$ cat config.mk
export PLATFORM = sky130hd
export DESIGN_NAME = cesp_programmer
export DESIGN_NICKNAME = d
export VERILOG_FILES = /design/src/hw/cesp_pkg.sv /design/src/hw/cesp_sync2.sv /design/src/hw/cesp_programmer.sv
export SDC_FILE = /design/constraint.sdc
export NUM_CORES = 1
export LEC_CHECK = 0
export ABC_AREA = 1
export ABC_CLOCK_PERIOD_IN_PS = 4900
export BUFFER_PORTS_ARGS = -buffer_cell sky130_fd_sc_hd__clkbuf_2
export CORE_MARGIN = 2
export CORE_UTILIZATION = 40
export CTS_CLUSTER_SIZE = 10
export DETAILED_ROUTE_END_ITERATION = 10
export PLACE_DENSITY_LB_ADDON = 0.3
export SLEW_MARGIN = 20
export SYNTH_ARGS = -nofsm -noshare
export SYNTH_HDL_FRONTEND = slang
export SYNTH_SLANG_ARGS = --single-unit
$ cat constraint.sdc
create_clock -name clock -period 4.9 [get_ports clock]
set_clock_uncertainty 0.2 [all_clocks]
set_input_delay 0.98 -clock clock [delete_from_list [all_inputs] [get_ports clock]]
set_output_delay 0.98 -clock clock [all_outputs]
set_load 0.02 [all_outputs]
$ cat src/hw/cesp_pkg.sv
// Constants for the serial programming controller of a configuration EEPROM.
// Assumes a 10 MHz system clock; the link clock is divided down from it.
package cesp_pkg;

  // System clock and serial clock timing
  localparam int CLK_PERIOD_NS = 100;
  localparam int SCL_PERIOD_NS = 800;
  localparam int QTR_CYC       = SCL_PERIOD_NS / (4 * CLK_PERIOD_NS);
  localparam logic [3:0] QTR_LAST = 4'(QTR_CYC - 1);

  // Link framing
  localparam logic [3:0] ACK_BIT    = 4'h8;
  localparam logic [2:0] IDX_DEV    = 3'h0;
  localparam logic [2:0] IDX_ADDR_HI = 3'h1;
  localparam logic [2:0] IDX_ADDR_MD = 3'h2;
  localparam logic [2:0] IDX_ADDR_LO = 3'h3;
  localparam logic [2:0] IDX_DATA   = 3'h4;
  localparam int         ADDR_BITS  = 17;
  localparam logic [7:0] PAGE_LAST  = 8'h7f;
  localparam logic       DIR_WRITE  = 1'b0;

  // Reset values
  localparam logic RST_SCL   = 1'b1;
  localparam logic RST_SEL_N = 1'b1;

  // Quarter phases of one bit slot
  localparam logic [1:0] PH_0 = 2'h0;
  localparam logic [1:0] PH_1 = 2'h1;
  localparam logic [1:0] PH_2 = 2'h2;
  localparam logic [1:0] PH_3 = 2'h3;

  typedef enum logic [2:0] {
    ST_IDLE  = 3'h0,
    ST_START = 3'h1,
    ST_BYTE  = 3'h2,
    ST_STOP  = 3'h3,
    ST_WAIT  = 3'h4
  } cesp_state_e;

endpackage

$ cat src/hw/cesp_sync2.sv
// Two-stage synchroniser for one level from outside the clock domain.
// Assumes the input is a pin level with no timing relation to clock.
`timescale 1ns/1ps
`default_nettype none
module cesp_sync2 (
  input  wire logic clock,
  input  wire logic rst_n,
  input  wire logic async_in,
  output var  logic sync_out
);
  logic meta_r;
  logic meta_nxt;
  logic sync_r;
  logic sync_nxt;

  always_comb begin
    meta_nxt = async_in;
    sync_nxt = meta_r;
  end

  always_ff @(posedge clock or negedge rst_n) begin
    if (!rst_n) begin
      meta_r <= 1'b1;
      sync_r <= 1'b1;
    end else begin
      meta_r <= meta_nxt;
      sync_r <= sync_nxt;
    end
  end

  assign sync_out = sync_r;
endmodule
`default_nettype wire

$ cat src/hw/cesp_programmer.sv
// Programmer for the two-wire serial port of a configuration EEPROM.
// Assumes a pull-up on the data line and a 10 MHz clock.
//
// Summary of operation
// - Start: data falls while clock high
// - Stop: data rises while clock high
// - Hold select low through write cycle
// - Receiver acknowledges by pulling data low
// - New driver takes line before rising clock
// - Address bytes shifted MSB first
// - Data bytes shifted LSB first
// - Three address bytes, each acknowledged
// - Unused address bits sent as zero
// - Page write sends exactly 128 bytes
// - Start, device write, address, data, stop
// - Poll with start and device address
// - Or wait full write-cycle time
// - Data changes only while clock low
// - Eight bits then receiver acknowledge
// - Direction bit zero means write
`timescale 1ns/1ps
`default_nettype none
module cesp_programmer
  import cesp_pkg::*;
#(
  parameter logic [6:0] DEV_ADDR  = 7'h55,
  parameter int         T_WR_NS   = 10000000,
  parameter int         WR_CYC    = T_WR_NS / CLK_PERIOD_NS,
  parameter int         POLL_MAX  = WR_CYC / (40 * QTR_CYC) + 1
) (
  input  wire logic        clock,
  input  wire logic        rst_n,
  input  wire logic        prog_enable,
  input  wire logic        page_start,
  input  wire logic [23:0] page_addr,
  input  wire logic        data_valid,
  input  wire logic [7:0]  data_byte,
  output var  logic        data_ready,
  output var  logic        busy,
  output var  logic        page_done,
  output var  logic        nack_error,
  output var  logic        serial_clock_line,
  output var  logic        serial_data_out,
  output var  logic        serial_data_oe,
  input  wire logic        serial_data_in,
  output var  logic        program_mode_select_n
);

  ////////////////////////////////////////////////////////////////////////////
  // Helpers

  function automatic logic tx_bit(input logic [7:0] b, input logic [3:0] i,
                                  input logic lsb_first);
    logic [2:0] k;
    k = i[2:0];
    if (lsb_first) begin
      tx_bit = b[k];
    end else begin
      tx_bit = b[3'h7 - k];
    end
  endfunction

  ////////////////////////////////////////////////////////////////////////////
  // Data line input synchroniser

  logic sda_in_s;

  cesp_sync2 u_sda_sync (
    .clock    (clock),
    .rst_n    (rst_n),
    .async_in (serial_data_in),
    .sync_out (sda_in_s)
  );

  ////////////////////////////////////////////////////////////////////////////
  // State

  cesp_state_e state_r, state_nxt;
  logic [3:0]  qcnt_r, qcnt_nxt;
  logic [1:0]  ph_r, ph_nxt;
  logic [3:0]  bit_r, bit_nxt;
  logic [2:0]  idx_r, idx_nxt;
  logic [7:0]  dcnt_r, dcnt_nxt;
  logic [7:0]  cur_r, cur_nxt;
  logic [23:0] addr_r, addr_nxt;
  logic [31:0] polls_r, polls_nxt;
  logic [31:0] wait_r, wait_nxt;
  logic        wc_pend_r, wc_pend_nxt;
  logic        scl_r, scl_nxt;
  logic        oe_r, oe_nxt;
  logic        out_r;
  logic        rdy_r, rdy_nxt;
  logic        done_r, done_nxt;
  logic        err_r, err_nxt;
  logic        busy_r, busy_nxt;
  logic        sel_n_r, sel_n_nxt;
  logic        tick;
  logic        stall;

  assign stall = (state_r == ST_BYTE) && (idx_r == IDX_DATA) &&
                 (bit_r == 4'h0) && (ph_r == PH_0) && !data_valid;
  assign tick  = (qcnt_r == QTR_LAST) && !stall;

  always_comb begin
    state_nxt   = state_r;
    qcnt_nxt    = (qcnt_r == QTR_LAST || stall) ? 4'h0 : qcnt_r + 4'h1;
    ph_nxt      = ph_r;
    bit_nxt     = bit_r;
    idx_nxt     = idx_r;
    dcnt_nxt    = dcnt_r;
    cur_nxt     = cur_r;
    addr_nxt    = addr_r;
    polls_nxt   = polls_r;
    wait_nxt    = wait_r;
    wc_pend_nxt = wc_pend_r;
    scl_nxt     = scl_r;
    oe_nxt      = oe_r;
    rdy_nxt     = 1'b0;
    done_nxt    = 1'b0;
    err_nxt     = err_r;
    sel_n_nxt   = sel_n_r;
    if (state_r != ST_IDLE && tick) begin
      ph_nxt = ph_r + 2'h1;
    end
    case (state_r)
      ST_IDLE: begin
        ph_nxt   = PH_0;
        qcnt_nxt = 4'h0;
        if (prog_enable) begin
          sel_n_nxt = 1'b0;
          if (page_start && !sel_n_r) begin
            // Mask unused high address bits to zero
            addr_nxt  = page_addr & 24'((1 << ADDR_BITS) - 1);
            polls_nxt = 32'h0;
            dcnt_nxt  = 8'h00;
            err_nxt   = 1'b0;
            state_nxt = ST_START;
          end
        end else if (wc_pend_r) begin
          wait_nxt  = 32'h0;
          state_nxt = ST_WAIT;
        end else begin
          sel_n_nxt = 1'b1;
        end
      end
      ST_START: begin
        if (tick) begin
          case (ph_r)
            PH_0: scl_nxt = 1'b0;
            PH_1: oe_nxt  = 1'b0;
            PH_2: scl_nxt = 1'b1;
            PH_3: begin
              oe_nxt    = 1'b1;
              bit_nxt   = 4'h0;
              idx_nxt   = IDX_DEV;
              state_nxt = ST_BYTE;
            end
            default: scl_nxt = 1'b1;
          endcase
        end
      end
      ST_BYTE: begin
        if (tick) begin
          case (ph_r)
            PH_0: begin
              scl_nxt = 1'b0;
              if (bit_r == 4'h0) begin
                case (idx_r)
                  IDX_DEV:     cur_nxt = {DEV_ADDR, DIR_WRITE};
                  IDX_ADDR_HI: cur_nxt = addr_r[23:16];
                  IDX_ADDR_MD: cur_nxt = addr_r[15:8];
                  IDX_ADDR_LO: cur_nxt = addr_r[7:0];
                  default: begin
                    cur_nxt = data_byte;
                    rdy_nxt = 1'b1;
                  end
                endcase
              end
            end
            PH_1: begin
              // Drive only while clock low
              if (bit_r == ACK_BIT) begin
                oe_nxt = 1'b0;
              end else begin
                oe_nxt = !tx_bit(cur_r, bit_r, idx_r == IDX_DATA);
              end
            end
            PH_2: scl_nxt = 1'b1;
            PH_3: begin
              bit_nxt = bit_r + 4'h1;
              if (bit_r == ACK_BIT) begin
                bit_nxt = 4'h0;
                if (sda_in_s) begin
                  if (idx_r == IDX_DEV && polls_r < 32'(POLL_MAX)) begin
                    // Busy device: retry without a stop
                    polls_nxt = polls_r + 32'h1;
                    state_nxt = ST_START;
                  end else begin
                    err_nxt   = 1'b1;
                    state_nxt = ST_STOP;
                  end
                end else if (idx_r != IDX_DATA) begin
                  idx_nxt = idx_r + 3'h1;
                end else begin
                  dcnt_nxt = dcnt_r + 8'h1;
                  if (dcnt_r == PAGE_LAST) begin
                    state_nxt = ST_STOP;
                  end
                end
              end
            end
            default: scl_nxt = 1'b1;
          endcase
        end
      end
      ST_STOP: begin
        if (tick) begin
          case (ph_r)
            PH_0: scl_nxt = 1'b0;
            PH_1: oe_nxt  = 1'b1;
            PH_2: scl_nxt = 1'b1;
            PH_3: begin
              oe_nxt      = 1'b0;
              wc_pend_nxt = 1'b1;
              done_nxt    = 1'b1;
              state_nxt   = ST_IDLE;
            end
            default: scl_nxt = 1'b1;
          endcase
        end
      end
      ST_WAIT: begin
        // Select stays low and lines still
        qcnt_nxt = 4'h0;
        wait_nxt = wait_r + 32'h1;
        if (wait_r == 32'(WR_CYC - 1)) begin
          wc_pend_nxt = 1'b0;
          state_nxt   = ST_IDLE;
        end
      end
      default: state_nxt = ST_IDLE;
    endcase
    if (state_nxt != ST_IDLE && state_r == ST_IDLE) begin
      ph_nxt = PH_0;
    end
    busy_nxt = (state_nxt != ST_IDLE);
  end

  always_ff @(posedge clock or negedge rst_n) begin
    if (!rst_n) begin
      state_r   <= ST_IDLE;
      qcnt_r    <= 4'h0;
      ph_r      <= PH_0;
      bit_r     <= 4'h0;
      idx_r     <= IDX_DEV;
      dcnt_r    <= 8'h00;
      cur_r     <= 8'h00;
      addr_r    <= 24'h000000;
      polls_r   <= 32'h0;
      wait_r    <= 32'h0;
      wc_pend_r <= 1'b0;
      scl_r     <= RST_SCL;
      oe_r      <= 1'b0;
      out_r     <= 1'b0;
      rdy_r     <= 1'b0;
      done_r    <= 1'b0;
      err_r     <= 1'b0;
      busy_r    <= 1'b0;
      sel_n_r   <= RST_SEL_N;
    end else begin
      state_r   <= state_nxt;
      qcnt_r    <= qcnt_nxt;
      ph_r      <= ph_nxt;
      bit_r     <= bit_nxt;
      idx_r     <= idx_nxt;
      dcnt_r    <= dcnt_nxt;
      cur_r     <= cur_nxt;
      addr_r    <= addr_nxt;
      polls_r   <= polls_nxt;
      wait_r    <= wait_nxt;
      wc_pend_r <= wc_pend_nxt;
      scl_r     <= scl_nxt;
      oe_r      <= oe_nxt;
      out_r     <= 1'b0;
      rdy_r     <= rdy_nxt;
      done_r    <= done_nxt;
      err_r     <= err_nxt;
      busy_r    <= busy_nxt;
      sel_n_r   <= sel_n_nxt;
    end
  end

  ////////////////////////////////////////////////////////////////////////////
  // Outputs

  assign data_ready            = rdy_r;
  assign busy                  = busy_r;
  assign page_done             = done_r;
  assign nack_error            = err_r;
  assign serial_clock_line     = scl_r;
  assign serial_data_out       = out_r;
  assign serial_data_oe        = oe_r;
  assign program_mode_select_n = sel_n_r;

endmodule
`default_nettype wire

==> impl_metrics.py <==
metrics = {
    "status": {
        "status": "finished, final reports clean",
    },
    "worst_setup_path": {
        "critPathCaptureType": "register",
        "worst-r2r-cell-count": 11,
        "worstPathArrival_ns": 2.91,
        "cp.required_ns": 5.05,
        "start_kind": "register",
        "worstSetupPathType": "reg -> reg",
        "crit_fanout": 23,
    },
    "global_route": {
        "antenna_found_initial": 0,
        "grt_pass1_vias": 5325,
        "grt_pass1_wl_um": 25400,
        "overflow": 0,
        "grt_start_max_net_pins": 124,
        "grt_util_all_layers_pct": 17.7,
    },
    "drt": {
        "drc": 0,
        "dr_total_vias": 5704,
        "detail-route-antenna-nets": 0,
        "dr.pass1.iters": 7,
        "drt_iter0_markers": 302,
        "routedWlPerCell_um": 12.8,
        "viasPerCell": 4.85,
        "wirelength_um": 15000,
    },
    "logic_synthesis": {
        "synth_area_leaders": "dfrtp_1 (44%), nand2_1 (12%), nor2_1 (6.8%), inv_1 (6.3%), nand3_1 (5.2%)",
        "ys_ff_latch": 123,
        "yosysTopAreaCell": "dfrtp_1",
        "ys_seq_area_share_pct": 45.5,
        "syn_area_per_cell_sq_um": 7.49,
        "synthArstFlopShare_pct": 100,
        "synth_most_common_cell": "nand2_1",
        "syn_area_sq_mm": 0.00677,
        "yosys_warnings": 0,
        "synth_commonest_cells": "nand2_1 (224), nor2_1 (123), dfrtp_1 (119)",
        "synth_cell_types": 40,
        "syn-num-nets": 958,
        "ys_dominant_reg_cell": "dfrtp_1",
        "synthCells": 904,
        "synth.top_cell.area_share_pct": 44.0,
        "synth-edff-count": 0,
    },
    "worst_hold_path": {
        "min_path_cells": 0,
        "hp-class": "reg -> reg",
    },
    "clocking": {
        "cts_tree": "built",
        "clkSlewWorstSetupHoldPaths_ns": 0.06,
        "post-cts-setup-buffers": 0,
        "cts_root_buf": "clkbuf_16",
        "cts_sinks": 123,
        "cts_buffers": 17,
        "post_cts_resized": 0,
        "cts.path.max_buffers": 2,
        "worst_skew_pair.late_latency_ns": 0.42,
        "ctsHoldBuffers": 0,
        "cts_max_level": 4,
    },
    "die": {
        "rows": 47,
        "dieHeight_um": 134,
        "core_area_sq_mm": 0.0166,
        "die-area_sq_mm": 0.0180,
        "ios": 46,
        "dieWidth_um": 134,
        "initial_core_util_pct": 40.8,
    },
    "place": {
        "dpl_cell_area_sq_mm": 0.00716,
        "gp_congestion": 0.886,
        "dp_hpwl_um": 10700,
        "io_buffers": 37,
    },
    "timing": {
        "hold_violations": 0,
        "worst_pin_slew_ns": 1.05,
        "slew_headroom_pct": 30.1,
        "tns_ns": 0,
        "fin_crit_sh_pct": 56.2,
        "period_needed_ns": 2.76,
        "setup-violations-final": 0,
        "max_freq_mhz": 363,
        "rsz0062_at_grt": "no",
        "final-max-slew-violation-count": 0,
    },
    "job": {
        "drv_cap": 0,
    },
    "cells_and_area": {
        "post-route-util_pct": 46.9,
        "fin_area_sq_mm": 0.00778,
        "syn_to_final_growth_pct": 14.9,
        "n_fill_cell": 1667,
        "nNetsFinal": 997,
        "final_layout_size_suffix_gt1_share_pct": 10.3,
        "antenna_cells": 0,
    },
    "power_and_ir_drop": {
        "p_per_area_mw_per_mm2": 553,
        "peakVddDrop_uv": 296,
        "power_leakage_nw": 3.90,
    },
}
## cell families (layout without fill, tap and decap cells)
group	Yosys count	after routing	synth area share [%]
xor gates and xnor gates	26	26	3.36
AOI/OAI and AO/OA	112	112	9.00
and+or+nand+nor	486	486	30.9
other	1	1	0.0554
buffers and inverters	140	192	8.19
adders and majority gates	16	16	2.96
DFF	123	123	45.5
## layout by cell type (no fill, tap or decap), types with 5 or more instances in the layout
cell type	synthesis	layout
clkbuf_16	0	17
clkbuf_2	0	36
nand4_1	12	12
nand3_1	70	70
inv_1	113	113
nor3_1	30	30
nand2_1	224	224
ha_1	16	16
xor2_1	23	23
o22ai_1	11	11
nor2_1	123	123
nand3b_1	6	6
a21oi_1	20	20
dfrtp_1	119	119
nand2_2	5	5
or2_2	6	6
o21ai_0	67	67
## state kept, by name, summed over array words and instances (netlist names), 2 cells and up
name and count:
addr_r 17, bit_r 4, cur_r 8, dcnt_r 8, idx_r 3, ph_r 2
polls_r 32, qcnt_r 4, state_r 3, wait_r 32
## through the flow
stage / total power (W) / worst slack [ns] / std cells / hold slack [ns]
2_1_floorplan: 0.00264 / 2.69 / 904 / 0.145
3_3_place_gp: 0.00299 / 1.73 / 1144 / 0.146
3_5_place_dp: 0.00302 / 1.75 / 1144 / 0.148
4_1_cts: 0.00434 / 2.07 / 1176 / 0.156
5_1_grt: 0.00464 / 1.86 / 1176 / 0.155
6_report: 0.00430 / 2.14 / 1176 / 0.156
## path summary, 6_finish.rpt
check / from / end / slack (ns)
max: bit_r[0] / polls_r[9] / 2.14
min: u_sda_sync.meta_r / u_sda_sync.sync_out / 0.16
max reg2reg: bit_r[0] / polls_r[9] / 2.14
min reg2reg: u_sda_sync.meta_r / u_sda_sync.sync_out / 0.16
max in group asynchronous: rst_n / polls_r[5] / 3.55
min in group asynchronous: rst_n / polls_r[25] / 0.45
## routing by layer
| metal | track usage [%] | up-vias | part of all wire (%) |
|---|---|---|---|
| met4 | 5.67 | 0 | 1.2 |
| met1 | 23.7 | 2635 | 49 |
| met5 | 0 | - | 0 |
| met3 | 4.12 | 13 | 3.7 |
| li1 | - | 2964 | - |
| met2 | 28.3 | 92 | 46 |
## critical path, cell delays in order, from the launching register on
cell,delay (ns)
dfrtp_1,0.59
inv_1,0.20
ha_1,0.27
nand2_1,0.08
nor2_1,0.07
nand3_4,0.08
nand3_4,0.12
nand2_2,0.09
nand2_2,0.07
a21oi_2,0.73
nand2_1,0.10
nand2_1,0.10
## power by group
group,leakage (nW),switching (W),internal (W),total (W)
Combinational,2.16,0.000987,0.000471,0.00146
Sequential,1.45,0.000251,0.00130,0.00155
Clock,0.292,0.000463,0.000829,0.00129
Total,3.90,0.00170,0.00260,0.00430
## layout make-up
type / instances / area, sq um / share of cell area [%]
Clock inverter: 13 / 165 / 2.12
Timing Repair Buffer: 39 / 215 / 2.77
Inverter: 121 / 454 / 5.84
Clock buffer: 19 / 453 / 5.82
Multi-Input combinational cell: 641 / 3130 / 40.3
Sequential cell: 123 / 3080 / 39.6
Tap cell: 220 / 275 / 3.54
(Power assumes the default switching activity.)
